File: config.mk
export PLATFORM = sky130hd
export DESIGN_NAME = lin_uart_rx_status_regs
export DESIGN_NICKNAME = d
export VERILOG_FILES = /design/src/core/lin_uart_pkg.sv /design/src/core/pin_sync.sv /design/src/core/lin_uart_rx_status_regs.sv
export SDC_FILE = /design/constraint.sdc
export NUM_CORES = 1
export LEC_CHECK = 0
export ABC_AREA = 1
export BUFFER_PORTS_ARGS = -buffer_cell sky130_fd_sc_hd__buf_2
export CORE_ASPECT_RATIO = 1.5
export CORE_MARGIN = 1
export CORE_UTILIZATION = 33
export DETAILED_ROUTE_END_ITERATION = 10
export PLACE_DENSITY_LB_ADDON = 0.15
export SLEW_MARGIN = 40
export SYNTH_ARGS = -nofsm -noshare
export SYNTH_HDL_FRONTEND = slang
export SYNTH_SLANG_ARGS = --single-unit
File: constraint.sdc
create_clock -name i_core_clk -period 2.3 [get_ports i_core_clk]
set_clock_uncertainty 0.15 [all_clocks]
set_input_delay 0.23 -clock i_core_clk [delete_from_list [all_inputs] [get_ports i_core_clk]]
set_output_delay 0.23 -clock i_core_clk [all_outputs]
set_load 0.05 [all_outputs]
File: src/core/lin_uart_pkg.sv
package lin_uart_pkg;

    // word indices; byte address is four times the index
    localparam logic [23:0] IDX_RX_BYTE_HOLDING = 24'hffe200;
    localparam logic [23:0] IDX_LINE_STATUS = 24'hffe201;
    localparam logic [23:0] IDX_CONTROL = 24'hffe20a;
    localparam logic [23:0] IDX_IRQ_STATUS = 24'hffe20b;
    localparam logic [23:0] IDX_IRQ_MASK = 24'hffe20c;

    // line status bit positions
    localparam int ST_RX_BYTE_WAITING = 7;
    localparam int ST_FAULT6 = 6;
    localparam int ST_OVERRUN = 5;
    localparam int ST_FRAMING_FAULT = 4;
    localparam int ST_BREAK_SEEN = 3;
    localparam int ST_TX_HOLDING_EMPTY = 2;
    localparam int ST_TX_IDLE = 1;
    localparam int ST_BIT0 = 0;

    // interrupt status / mask bit positions
    localparam int IRQ_RX_BYTE = 0;
    localparam int IRQ_RX_ERROR = 1;
    localparam int IRQ_BREAK = 2;
    localparam int IRQ_AUTOBAUD = 3;
    localparam int IRQ_TX_EMPTY = 4;
    localparam int IRQ_W = 5;

    // reset values
    localparam logic [4:0] CONTROL_RESET = 5'h00;
    localparam logic [IRQ_W-1:0] IRQ_MASK_RESET = 5'h00;
    localparam logic TX_HOLDING_EMPTY_RESET = 1'b1;
    localparam logic TX_IDLE_RESET = 1'b1;

    // lin break low lengths in bit-times
    localparam logic [3:0] BRK_BITS_SLEEP = 4'h4;
    localparam logic [3:0] BRK_BITS_WAIT = 4'hb;
    localparam logic [3:0] BRK_BITS_ACTIVE = 4'ha;

    // lin protocol state reported by the lin sequencer
    localparam logic [1:0] LIN_SLEEP = 2'h0;
    localparam logic [1:0] LIN_WAIT_BREAK = 2'h1;
    localparam logic [1:0] LIN_ACTIVE = 2'h2;

    typedef struct packed {
        logic autobaud_irq_enable;
        logic clear_to_send_gating;
        logic loopback_enable;
        logic lin_slave;
        logic lin_mode;
    } ctrl_s;

    typedef struct packed {
        logic [7:0] data;
        logic parity_fault;
        logic framing_fault;
        logic all_zero;
    } rx_char_s;

endpackage

File: src/core/pin_sync.sv
`timescale 1ns/100ps
`default_nettype none
// three-stage pin synchroniser; level moves once stages two and three agree
module pin_sync #(
    parameter logic RESET_LEVEL = 1'b1
) (
    input wire logic i_core_clk,
    input wire logic i_rstn,
    input wire logic i_pin,
    output logic o_level
);
    logic s1_r;
    logic s2_r;
    logic s3_r;

    always_ff @(posedge i_core_clk or negedge i_rstn) begin
        if (!i_rstn) begin
            s1_r <= RESET_LEVEL;
            s2_r <= RESET_LEVEL;
            s3_r <= RESET_LEVEL;
        end else begin
            s1_r <= i_pin;
            s2_r <= s1_r;
            s3_r <= s2_r;
        end
    end

    always_ff @(posedge i_core_clk or negedge i_rstn) begin
        if (!i_rstn) begin
            o_level <= RESET_LEVEL;
        end else if (s2_r == s3_r) begin
            o_level <= s3_r;
        end
    end
endmodule
`default_nettype wire

File: src/core/lin_uart_rx_status_regs.sv
`timescale 1ns/100ps
`default_nettype none
// Operation
// [RULE1] received byte held read-only at the transmit holding address
// [RULE2] byte waiting sets on landing, clears on holding register read
// [RULE3] uart mode parity fault set on bad parity, cleared by holding read
// [RULE4] overrun sets when a character completes with byte unread; holding read clears
// [RULE5] framing fault sets on missing stop bit, cleared by holding read
// [RULE6] uart mode break sets on all-zero character, cleared by holding read
// [RULE7] transmit holding empty sets when accepting, clears on each write
// [RULE8] transmitter idle only when shifter empty and character fully sent
// [RULE9] uart bit zero shows clear-to-send level, byte waiting in loopback
// [RULE10] clear-to-send gates transmission only while gating enable is one
// [RULE11] status layout differs between uart and lin mode, same address
// [RULE12] lin bit six flags physical mismatch; status or holding read clears
// [RULE13] lin slave baud overflow sets overrun and autobaud done
// [RULE14] lin slave autobaud done sets, may interrupt, status read clears, zero master
// [RULE15] lin break after low of 4, 11 or 10 bit-times by state
// [RULE16] overrun keeps unread byte; overrun shown after read; next read clears
// [RULE17] reset clears receive flags, sets both transmit empty flags
module lin_uart_rx_status_regs #(
    parameter int ADR_W = 26
) (
    input wire logic i_core_clk,
    input wire logic i_rstn,
    input wire logic i_wb_cyc,
    input wire logic i_wb_stb,
    input wire logic i_wb_we,
    input wire logic [ADR_W-1:0] i_wb_adr,
    input wire logic [3:0] i_wb_sel,
    input wire logic [31:0] i_wb_dat,
    output logic [31:0] o_wb_dat,
    output logic o_wb_ack,
    input wire logic i_rx_done,
    input wire lin_uart_pkg::rx_char_s i_rx_char,
    input wire logic i_phys_mismatch,
    input wire logic i_autobaud_char,
    input wire logic i_baud_overflow,
    input wire logic [1:0] i_lin_state,
    input wire logic i_bit_tick,
    input wire logic i_rxd,
    input wire logic i_cts_n,
    input wire logic i_tx_taken,
    input wire logic i_tx_shift_busy,
    output logic [7:0] o_tx_data,
    output logic o_tx_data_valid,
    output logic o_tx_permit,
    output logic o_irq
);
    lin_uart_pkg::ctrl_s ctrl_r;
    logic [7:0] rx_byte_holding_r;
    logic rx_byte_waiting_r;
    logic fault6_r;
    logic overrun_r;
    logic framing_fault_r;
    logic break_seen_r;
    logic autobaud_done_r;
    logic pend_ovr_r;
    logic pend_brk_r;
    logic tx_holding_empty_r;
    logic tx_idle_r;
    logic [3:0] low_bits_r;
    logic [lin_uart_pkg::IRQ_W-1:0] irq_status_r;
    logic [lin_uart_pkg::IRQ_W-1:0] irq_mask_r;
    logic cts_level;
    logic rxd_level;
    logic access;
    logic wr;
    logic rd;
    logic rx_read;
    logic status_read;
    logic rx_land;
    logic rx_overrun;
    logic lin_brk_hit;
    logic lin_slave_on;
    logic cts_seen;
    logic [3:0] brk_bits;
    logic [7:0] line_status;
    logic [lin_uart_pkg::IRQ_W-1:0] irq_events;
    logic [31:0] rd_data;

    function automatic logic hit(input logic [ADR_W-1:0] adr, input logic [23:0] idx);
        hit = (adr[ADR_W-1:2] == idx);
    endfunction

    pin_sync #(.RESET_LEVEL(1'b1)) u_cts_sync (
        .i_core_clk(i_core_clk),
        .i_rstn(i_rstn),
        .i_pin(i_cts_n),
        .o_level(cts_level)
    );

    pin_sync #(.RESET_LEVEL(1'b1)) u_rxd_sync (
        .i_core_clk(i_core_clk),
        .i_rstn(i_rstn),
        .i_pin(i_rxd),
        .o_level(rxd_level)
    );

    // bus decode; side effects occur on the acking edge
    assign access = i_wb_cyc && i_wb_stb && !o_wb_ack;
    assign wr = access && i_wb_we && i_wb_sel[0];
    assign rd = access && !i_wb_we;
    assign rx_read = rd && hit(i_wb_adr, lin_uart_pkg::IDX_RX_BYTE_HOLDING);
    assign status_read = rd && hit(i_wb_adr, lin_uart_pkg::IDX_LINE_STATUS);
    assign lin_slave_on = ctrl_r.lin_mode && ctrl_r.lin_slave;

    // [RULE16] no overwrite of an unread byte
    assign rx_land = i_rx_done && (!rx_byte_waiting_r || (rx_read && !pend_ovr_r));
    assign rx_overrun = i_rx_done && !rx_land;

    // [RULE15] break length by lin state
    always_comb begin
        unique case (i_lin_state)
            lin_uart_pkg::LIN_SLEEP: brk_bits = lin_uart_pkg::BRK_BITS_SLEEP;
            lin_uart_pkg::LIN_WAIT_BREAK: brk_bits = lin_uart_pkg::BRK_BITS_WAIT;
            lin_uart_pkg::LIN_ACTIVE: brk_bits = lin_uart_pkg::BRK_BITS_ACTIVE;
            default: brk_bits = 4'hf;
        endcase
    end

    assign lin_brk_hit = ctrl_r.lin_mode && i_bit_tick && !rxd_level && (low_bits_r + 4'h1 == brk_bits)
        && (brk_bits != 4'hf);

    always_ff @(posedge i_core_clk or negedge i_rstn) begin
        if (!i_rstn) begin
            low_bits_r <= 4'h0;
        end else if (rxd_level) begin
            low_bits_r <= 4'h0;
        end else if (i_bit_tick && low_bits_r != 4'hf) begin
            low_bits_r <= low_bits_r + 4'h1;
        end
    end

    always_ff @(posedge i_core_clk or negedge i_rstn) begin
        if (!i_rstn) begin
            ctrl_r <= lin_uart_pkg::CONTROL_RESET;
        end else if (wr && hit(i_wb_adr, lin_uart_pkg::IDX_CONTROL)) begin
            ctrl_r <= i_wb_dat[4:0];
        end
    end

    // [RULE1] receive holding byte
    always_ff @(posedge i_core_clk or negedge i_rstn) begin
        if (!i_rstn) begin
            rx_byte_holding_r <= 8'h00;
        end else if (rx_land) begin
            rx_byte_holding_r <= i_rx_char.data;
        end
    end

    // [RULE2] byte waiting flag
    always_ff @(posedge i_core_clk or negedge i_rstn) begin
        if (!i_rstn) begin
            rx_byte_waiting_r <= 1'b0;
        end else if (rx_land) begin
            rx_byte_waiting_r <= 1'b1;
        end else if (rx_read) begin
            rx_byte_waiting_r <= pend_ovr_r;
        end
    end

    // [RULE16] hidden overrun until the valid byte is read
    always_ff @(posedge i_core_clk or negedge i_rstn) begin
        if (!i_rstn) begin
            pend_ovr_r <= 1'b0;
            pend_brk_r <= 1'b0;
        end else if (rx_overrun) begin
            pend_ovr_r <= 1'b1;
            pend_brk_r <= pend_brk_r || i_rx_char.all_zero;
        end else if (rx_read) begin
            pend_ovr_r <= 1'b0;
            pend_brk_r <= 1'b0;
        end
    end

    // [RULE4] overrun shows after read; [RULE13] baud overflow
    always_ff @(posedge i_core_clk or negedge i_rstn) begin
        if (!i_rstn) begin
            overrun_r <= 1'b0;
        end else if (lin_slave_on && i_baud_overflow) begin
            overrun_r <= 1'b1;
        end else if (rx_read) begin
            overrun_r <= pend_ovr_r;
        end
    end

    // [RULE3] parity in uart; [RULE12] mismatch in lin
    always_ff @(posedge i_core_clk or negedge i_rstn) begin
        if (!i_rstn) begin
            fault6_r <= 1'b0;
        end else if (ctrl_r.lin_mode && i_phys_mismatch) begin
            fault6_r <= 1'b1;
        end else if (rx_land && !ctrl_r.lin_mode && i_rx_char.parity_fault) begin
            fault6_r <= 1'b1;
        end else if (rx_read || (ctrl_r.lin_mode && status_read)) begin
            fault6_r <= 1'b0;
        end
    end

    // [RULE5] framing fault
    always_ff @(posedge i_core_clk or negedge i_rstn) begin
        if (!i_rstn) begin
            framing_fault_r <= 1'b0;
        end else if (rx_land && i_rx_char.framing_fault) begin
            framing_fault_r <= 1'b1;
        end else if (rx_read) begin
            framing_fault_r <= 1'b0;
        end
    end

    // [RULE6] uart all-zero break; [RULE15] lin break
    always_ff @(posedge i_core_clk or negedge i_rstn) begin
        if (!i_rstn) begin
            break_seen_r <= 1'b0;
        end else if (lin_brk_hit || (rx_land && !ctrl_r.lin_mode && i_rx_char.all_zero)) begin
            break_seen_r <= 1'b1;
        end else if (rx_read) begin
            break_seen_r <= pend_brk_r;
        end else if (ctrl_r.lin_mode && status_read) begin
            break_seen_r <= 1'b0;
        end
    end

    // [RULE14] autobaud done, slave only
    always_ff @(posedge i_core_clk or negedge i_rstn) begin
        if (!i_rstn) begin
            autobaud_done_r <= 1'b0;
        end else if (!lin_slave_on) begin
            autobaud_done_r <= 1'b0;
        end else if (i_autobaud_char || i_baud_overflow) begin
            autobaud_done_r <= 1'b1;
        end else if (status_read) begin
            autobaud_done_r <= 1'b0;
        end
    end

    // [RULE7] [RULE17] holding register, reset empty
    always_ff @(posedge i_core_clk or negedge i_rstn) begin
        if (!i_rstn) begin
            tx_holding_empty_r <= lin_uart_pkg::TX_HOLDING_EMPTY_RESET;
            o_tx_data <= 8'h00;
        end else if (wr && hit(i_wb_adr, lin_uart_pkg::IDX_RX_BYTE_HOLDING)) begin
            tx_holding_empty_r <= 1'b0;
            o_tx_data <= i_wb_dat[7:0];
        end else if (i_tx_taken) begin
            tx_holding_empty_r <= 1'b1;
        end
    end

    // [RULE8] transmitter idle
    always_ff @(posedge i_core_clk or negedge i_rstn) begin
        if (!i_rstn) begin
            tx_idle_r <= lin_uart_pkg::TX_IDLE_RESET;
        end else begin
            tx_idle_r <= tx_holding_empty_r && !i_tx_shift_busy && !i_tx_taken;
        end
    end

    // [RULE9] loopback substitutes byte waiting for the pin
    assign cts_seen = ctrl_r.loopback_enable ? rx_byte_waiting_r : cts_level;

    // [RULE10] gating of transmission
    always_ff @(posedge i_core_clk or negedge i_rstn) begin
        if (!i_rstn) begin
            o_tx_permit <= 1'b1;
            o_tx_data_valid <= 1'b0;
        end else begin
            o_tx_permit <= !ctrl_r.clear_to_send_gating || !cts_seen;
            o_tx_data_valid <= !tx_holding_empty_r;
        end
    end

    // [RULE11] mode dependent layout
    always_comb begin
        line_status = 8'h00;
        line_status[lin_uart_pkg::ST_RX_BYTE_WAITING] = rx_byte_waiting_r;
        line_status[lin_uart_pkg::ST_FAULT6] = fault6_r;
        line_status[lin_uart_pkg::ST_OVERRUN] = overrun_r;
        line_status[lin_uart_pkg::ST_FRAMING_FAULT] = framing_fault_r;
        line_status[lin_uart_pkg::ST_BREAK_SEEN] = break_seen_r;
        line_status[lin_uart_pkg::ST_TX_HOLDING_EMPTY] = tx_holding_empty_r;
        line_status[lin_uart_pkg::ST_TX_IDLE] = tx_idle_r;
        line_status[lin_uart_pkg::ST_BIT0] = ctrl_r.lin_mode ? autobaud_done_r : cts_seen;
    end

    // sticky interrupt events
    always_comb begin
        irq_events = '0;
        irq_events[lin_uart_pkg::IRQ_RX_BYTE] = rx_land;
        irq_events[lin_uart_pkg::IRQ_RX_ERROR] = rx_overrun || (lin_slave_on && i_baud_overflow)
            || (rx_land && (i_rx_char.framing_fault || (!ctrl_r.lin_mode && i_rx_char.parity_fault)))
            || (ctrl_r.lin_mode && i_phys_mismatch);
        irq_events[lin_uart_pkg::IRQ_BREAK] = lin_brk_hit || (rx_land && !ctrl_r.lin_mode && i_rx_char.all_zero);
        // [RULE14] autobaud interrupt only when enabled
        irq_events[lin_uart_pkg::IRQ_AUTOBAUD] = lin_slave_on && ctrl_r.autobaud_irq_enable && i_autobaud_char;
        irq_events[lin_uart_pkg::IRQ_TX_EMPTY] = i_tx_taken && !tx_holding_empty_r;
    end

    // write one clears; a same-cycle event wins
    always_ff @(posedge i_core_clk or negedge i_rstn) begin
        if (!i_rstn) begin
            irq_status_r <= '0;
        end else if (wr && hit(i_wb_adr, lin_uart_pkg::IDX_IRQ_STATUS)) begin
            irq_status_r <= (irq_status_r & ~i_wb_dat[lin_uart_pkg::IRQ_W-1:0]) | irq_events;
        end else begin
            irq_status_r <= irq_status_r | irq_events;
        end
    end

    always_ff @(posedge i_core_clk or negedge i_rstn) begin
        if (!i_rstn) begin
            irq_mask_r <= lin_uart_pkg::IRQ_MASK_RESET;
        end else if (wr && hit(i_wb_adr, lin_uart_pkg::IDX_IRQ_MASK)) begin
            irq_mask_r <= i_wb_dat[lin_uart_pkg::IRQ_W-1:0];
        end
    end

    always_ff @(posedge i_core_clk or negedge i_rstn) begin
        if (!i_rstn) begin
            o_irq <= 1'b0;
        end else begin
            o_irq <= |(irq_status_r & irq_mask_r);
        end
    end

    // read mux; unmapped reads give zero
    always_comb begin
        rd_data = 32'h0000_0000;
        if (hit(i_wb_adr, lin_uart_pkg::IDX_RX_BYTE_HOLDING)) begin
            rd_data[7:0] = rx_byte_holding_r;
        end else if (hit(i_wb_adr, lin_uart_pkg::IDX_LINE_STATUS)) begin
            rd_data[7:0] = line_status;
        end else if (hit(i_wb_adr, lin_uart_pkg::IDX_CONTROL)) begin
            rd_data[4:0] = ctrl_r;
        end else if (hit(i_wb_adr, lin_uart_pkg::IDX_IRQ_STATUS)) begin
            rd_data[lin_uart_pkg::IRQ_W-1:0] = irq_status_r;
        end else if (hit(i_wb_adr, lin_uart_pkg::IDX_IRQ_MASK)) begin
            rd_data[lin_uart_pkg::IRQ_W-1:0] = irq_mask_r;
        end
    end

    always_ff @(posedge i_core_clk or negedge i_rstn) begin
        if (!i_rstn) begin
            o_wb_ack <= 1'b0;
            o_wb_dat <= 32'h0000_0000;
        end else begin
            o_wb_ack <= access;
            o_wb_dat <= rd ? rd_data : 32'h0000_0000;
        end
    end
endmodule
`default_nettype wire

Yosys cells after proc, flatten, opt, wreduce, memory -nomap -nowiden:

Index checks and enable logic that the tools add are counted.

* bits in registers: 65
* word-level logic and storage cells: 149

* add/subtract/negate cells: 1
* equality and inequality tests: 13
* mux-type cells: 31
* bitwise gates (word level): 5
* reduce and logical (&&, ||, !) cells: 66

Operators with widths (number)
* $eq A24 B24 Y1 const B: 5
* $logic_and A1 B1 Y1: 34
* $mux W5: 5
* $mux W1: 20
* $mux W8: 2
* $logic_not A1 Y1: 12
* $pmux W4 S3: 1
* $reduce_bool A2 Y1: 6
* $and A5 B5 Y5: 2
* $logic_or A1 B1 Y1: 10
* $or A5 B5 Y5: 2
* $mux W4: 2
* $ne A4 B4 Y1 const B: 2
* $reduce_bool A3 Y1: 2
* $not A5 Y5: 1
* $reduce_or A5 Y1: 1
* $add A4 B1 Y4 const B: 1
* $eq A4 B4 Y1: 1
* $mux W3: 1
* $ne A3 B2 Y1 const B: 1
* $eq A1 B1 Y1: 2
* $eq A2 B1 Y1 const B: 1
* $eq A2 B2 Y1 const B: 1
* $logic_not A2 Y1: 1

Longest topological paths before layout:

* depth after elaboration: 14
* gate-level depth with buffers: 11

Modules after synthesis:

A second synthesis with hierarchy kept.

* cell total of the unflattened synthesis: 394
* area total of the unflattened synthesis: 3437.0 µm²

By module, submodules not included
* lin_uart_rx_status_regs: instances 1, cells each 378, area each 3194.3 µm², sequential area each 1430.1 µm²
* pin_sync: instances 2, cells each 8, area each 121.4 µm², sequential area each 105.1 µm²

Worst setup path before layout:

Ideal clock, no wire load.

* kind: reg-to-reg
* from: register o_wb_ack
* to: register irq_status_r[2] (netlist bit)
* setup time: 0.069 ns
* data arrival time: 1.615 ns
* data required time: 2.081 ns
* slack: 0.466 ns
* stages on the path, launching flop included: 9
* path buffers: 1
* cell sequence: dfrtp_1 > inv_1 > nand3_1 > nor2_1 > nand4_2 > nand2_2 > buf_8 > nand4_4 > nand3_1

* word-level cells in the longest chain between the ends: 12

RTL lines
* start, declared: RTL line lin_uart_rx_status_regs.sv:33 `output logic o_wb_ack,`
* start signal, assigned: RTL line lin_uart_rx_status_regs.sv:348 `o_wb_ack <= access;`
* $logic_not A1 Y1 (*): RTL line lin_uart_rx_status_regs.sv:101 `assign access = i_wb_cyc && i_wb_stb && !o_wb_ack;`
* $logic_and A1 B1 Y1 (*): RTL line lin_uart_rx_status_regs.sv:101
* $logic_and A1 B1 Y1: RTL line lin_uart_rx_status_regs.sv:103 `assign rd = access && !i_wb_we;`
* $logic_and A1 B1 Y1: RTL line lin_uart_rx_status_regs.sv:104 `assign rx_read = rd && hit(i_wb_adr, lin_uart_pkg::IDX_RX_BYTE_HOLDING);`
* $logic_and A1 B1 Y1: RTL line lin_uart_rx_status_regs.sv:109 `assign rx_land = i_rx_done && (!rx_byte_waiting_r || (rx_read && !pend_ovr_r));`
* $logic_or A1 B1 Y1: RTL line lin_uart_rx_status_regs.sv:109
* $logic_and A1 B1 Y1: RTL line lin_uart_rx_status_regs.sv:109
* $logic_and A1 B1 Y1 (2 in series): RTL line lin_uart_rx_status_regs.sv:294 `irq_events[lin_uart_pkg::IRQ_BREAK] = lin_brk_hit || (rx_land && !ctrl_r.lin_mode && i_rx_char.all_zero);`
* $logic_or A1 B1 Y1: RTL line lin_uart_rx_status_regs.sv:294
* $or A5 B5 Y5 (on tied branches): RTL line lin_uart_rx_status_regs.sv:307, lin_uart_rx_status_regs.sv:305
* $mux W5 (*): RTL line lin_uart_rx_status_regs.sv:304 `end else if (wr && hit(i_wb_adr, lin_uart_pkg::IDX_IRQ_STATUS)) begin`
* end signal, assigned: RTL line lin_uart_rx_status_regs.sv:305 `irq_status_r <= (irq_status_r & ~i_wb_dat[lin_uart_pkg::IRQ_W-1:0]) | irq_events;`
* end signal, assigned: RTL line lin_uart_rx_status_regs.sv:307 `irq_status_r <= irq_status_r | irq_events;`
* end, declared: RTL line lin_uart_rx_status_regs.sv:63 `logic [lin_uart_pkg::IRQ_W-1:0] irq_status_r;`

Every way passes the cells marked *; elsewhere a longest branch is shown, timed or not.
A chain may end at the register's enable or synchronous reset.

Worst setup path in the final report:

* from: register o_wb_ack
* to: register o_tx_data[5]

* word-level cells in the longest chain between the ends: 5

RTL lines
* $logic_not A1 Y1: RTL line lin_uart_rx_status_regs.sv:101
* $logic_and A1 B1 Y1: RTL line lin_uart_rx_status_regs.sv:101
* $logic_and A1 B1 Y1 (2 in series): RTL line lin_uart_rx_status_regs.sv:102 `assign wr = access && i_wb_we && i_wb_sel[0];`
* $logic_and A1 B1 Y1: RTL line lin_uart_rx_status_regs.sv:243 `end else if (wr && hit(i_wb_adr, lin_uart_pkg::IDX_RX_BYTE_HOLDING)) begin`
* end signal, assigned: RTL line lin_uart_rx_status_regs.sv:245 `o_tx_data <= i_wb_dat[7:0];`
* end, declared: RTL line lin_uart_rx_status_regs.sv:45 `output logic [7:0] o_tx_data,`

No other way between the ends.

==> run metrics <==
#FFs+latches synth=65; area of the multi-input gates=0.001344 mm²; Syn Inst Count=375; Ant. Diodes=0; Port Buffers=79; area grow syn2layout=28.18%; Synth area leaders=dfrtp_1 (41%), nand2_1 (8.9%), dfstp_2 (8.8%); share of power burned in combinational logic=10.5%; nets=573; switching share of power=26.21%; crit end category=flop; vias post-DR=2796; routability cong.=0.7984; Place WS=327.1 ps; asr flop ratio synth=100.0%; Pwr per Cell Area=691.4 mW/mm²; register area=0.001640 mm²; Final ANT Viol Nets=0; initial core utilization=33.91%; largest net degree at the start of global routing=29; crit path launch=o_wb_ack; drt pass-1 iters=4; # setup viols final=0; first-pass GRT wire length=13120 µm; hold wc startpoint=i_rx_char[3]; Cell Int Power=2.149 mW; chip height=124.2 µm; DRT iter0 DRCs=165; most numerous cell in the Yosys netlist=nand2_1; antenna violations before repair=0; CP arrival=1980 ps; post-synthesis cell area=0.003286 mm²; Net Switching=0.7632 mW; Final WS setup=387.0 ps; Clk pwr share=47.2%; Worst path max stage delay=400 ps; CTS Buf Count=9; Die ar.=0.01037 mm²; DR WL/cell=12.85 µm; vias in the first global route=2760; Rel. slew slack=56.50%; CTS tree=done; total track usage=16.12%; Clock Root Buffer=clkbuf_16; CP delay by family, top=simple AND/OR/NAND/NOR gates; Reg clk slew, reported paths=60 ps; CP Launch Type=flop; CTS Buffer Depth=2; layout cell share with drive strength beyond 1=27.78%; clk_lat worst skew=330 ps; Via density=4.652; Netlist cell types=39; Die Width=83.47 µm; Yosys warning count=0; Worst Path Required=2370 ps; Core ar.=0.009689 mm²; H-Tree Depth=3; worst-path cell chain=inv_1, nand3_1, nor2_1, nand3_2, mux2_2; hold_ws=3.124 ps; top-area cell type share of the netlist area=41.13%; Max Fclk=522.7 MHz; static leakage=2.144 nW; worst hold path type=in2reg; DP Wirelength=5872 µm; # IOs=133; drc violations=0; Primary FF master, synth=dfrtp_1; reg2reg start=o_wb_ack; CP max FO=14; unrepaired setup endpoints after global routing=no; number of flops mapped to enable cells by yosys=0; syn_area_per_cell=8.762 µm²; gr ovfl total=0; Post-Route WL=7724 µm; sequential power share=42.3%; Worst Max-Slew Pin Slew=652.5 ps; setup TNS=0 ps; Fill cells=992; status=complete, no violations; top cell type by total area after synthesis=dfrtp_1; Slew Viols, Final=0; Final period util=83.17%; Cell Rows=44; Seq/Total Area, Yosys=49.92%; maxcap violations=0; crit path kind=reg2reg; Commonest cells post-synth=nand2_1 (78), dfrtp_1 (54), inv_1 (41), nand3_1 (35), o21ai_0 (31); CTS sink count=65; min cycle time layout=1913 ps; Pwr Total=2.912 mW; Critical-path top delay cell=nor2_1; Crit path buffers/inverters=1; Max VDD drop=0.4069 mV; Fin. Hold Viols=0
-- state kept, by name, summed over array words and instances, names as in the netlist, 4 cells and up --
register / flops
o_wb_dat: 8
o_tx_data: 8
rx_byte_holding_r: 8
irq_status_r: 5
ctrl_r: 5
irq_mask_r: 5
low_bits_r: 4
-- cell usage in the layout (no fill, tap or decap), types with 2 or more instances in the layout --
cell type,netlist,final
o31ai_1,3,3
clkinv_4,0,3
nor2_4,2,2
nand4_1,12,12
o21ai_0,31,31
buf_4,25,6
mux2_2,3,3
maj3_1,2,2
clkinvlp_4,0,2
nand3_2,5,5
conb_1,1,24
clkbuf_16,0,9
nor2_1,22,22
dlygate4sd3_1,0,18
ha_1,3,3
dfstp_2,11,11
xor2_1,3,3
buf_2,1,79
nor3_1,2,2
nand2_2,5,5
inv_1,41,41
dfrtp_1,54,54
nand2_1,78,78
a21oi_1,8,8
o21ai_1,8,8
xnor2_1,2,2
nand3_1,35,35
-- power by group through the flow --
| stage | Sequential [mW] | Clock, mW | Combinational [mW] |
|---|---|---|---|
| global route | 1.24 | 1.46 | 0.339 |
| finish | 1.23 | 1.37 | 0.306 |
| global placement | 1.25 | 0 | 0.280 |
| CTS | 1.23 | 1.41 | 0.310 |
| floorplan | 1.24 | 0 | 0.208 |
| detailed placement | 1.25 | 0 | 0.286 |
-- final cells by class --
class,count,share of cell area (%)
repair buffers,103,14.74
flip-flops and latches,65,38.95
multi-input cells,260,31.91
inverters,42,3.743
clock inverters,7,1.901
well taps,115,3.417
clock buffers,9,5.348
-- worst reg2reg max path, stage by stage, from the launching register on --
cell and delay (ps):
dfrtp_1 370, inv_1 50, nand3_1 90, nor2_1 400, nand3_2 360, mux2_2 380
-- kinds of logic after synthesis --
family,share of synthesized area [%]
compound gates,8.873
mux,1.333
xor+xnor,1.333
other cells,0.1141
fa+ha+maj,1.752
simple gates,24.87
buf+inv,11.80
flops,49.92
-- per-layer routing --
layer	global-route usage [%]	up-vias	routed length [µm]
met2	28.25	75	4004
met5	0	-	0
met3	3.258	9	346
met4	6.979	0	149
li1	-	1401	-
met1	18.93	1311	3224
-- repair_timing --
action                     4_1_cts  5_1_grt
buffers inserted                 0        0
setup endpoints to repair        0        0
hold endpoints to repair        31        0
hold buffers                    18        0
gates resized for setup          0        0
-- path summary, 6_finish.rpt --
kind                                        end  slack [ps]  depth (start not counted)
setup / recovery                   o_tx_data[5]         390                          5
hold / removal             rx_byte_holding_r[0]           3                          3
setup reg to reg                   o_tx_data[5]         390                          5
hold reg to reg                 u_rxd_sync.s2_r         200                          0
max in group asynchronous              o_wb_ack        1010                          3
min in group asynchronous             ctrl_r[0]         310                          2
-- through the flow --
stage	cell area [µm²]	utilization, %	cells
floorplan	3372	-	398
global placement	3726	38.46	567
detailed placement	3726	38.46	567
CTS	4212	43.47	601
global route	4212	43.47	601
finish	4212	43.47	601
No activity file was read; power rests on OpenSTA's default activity.
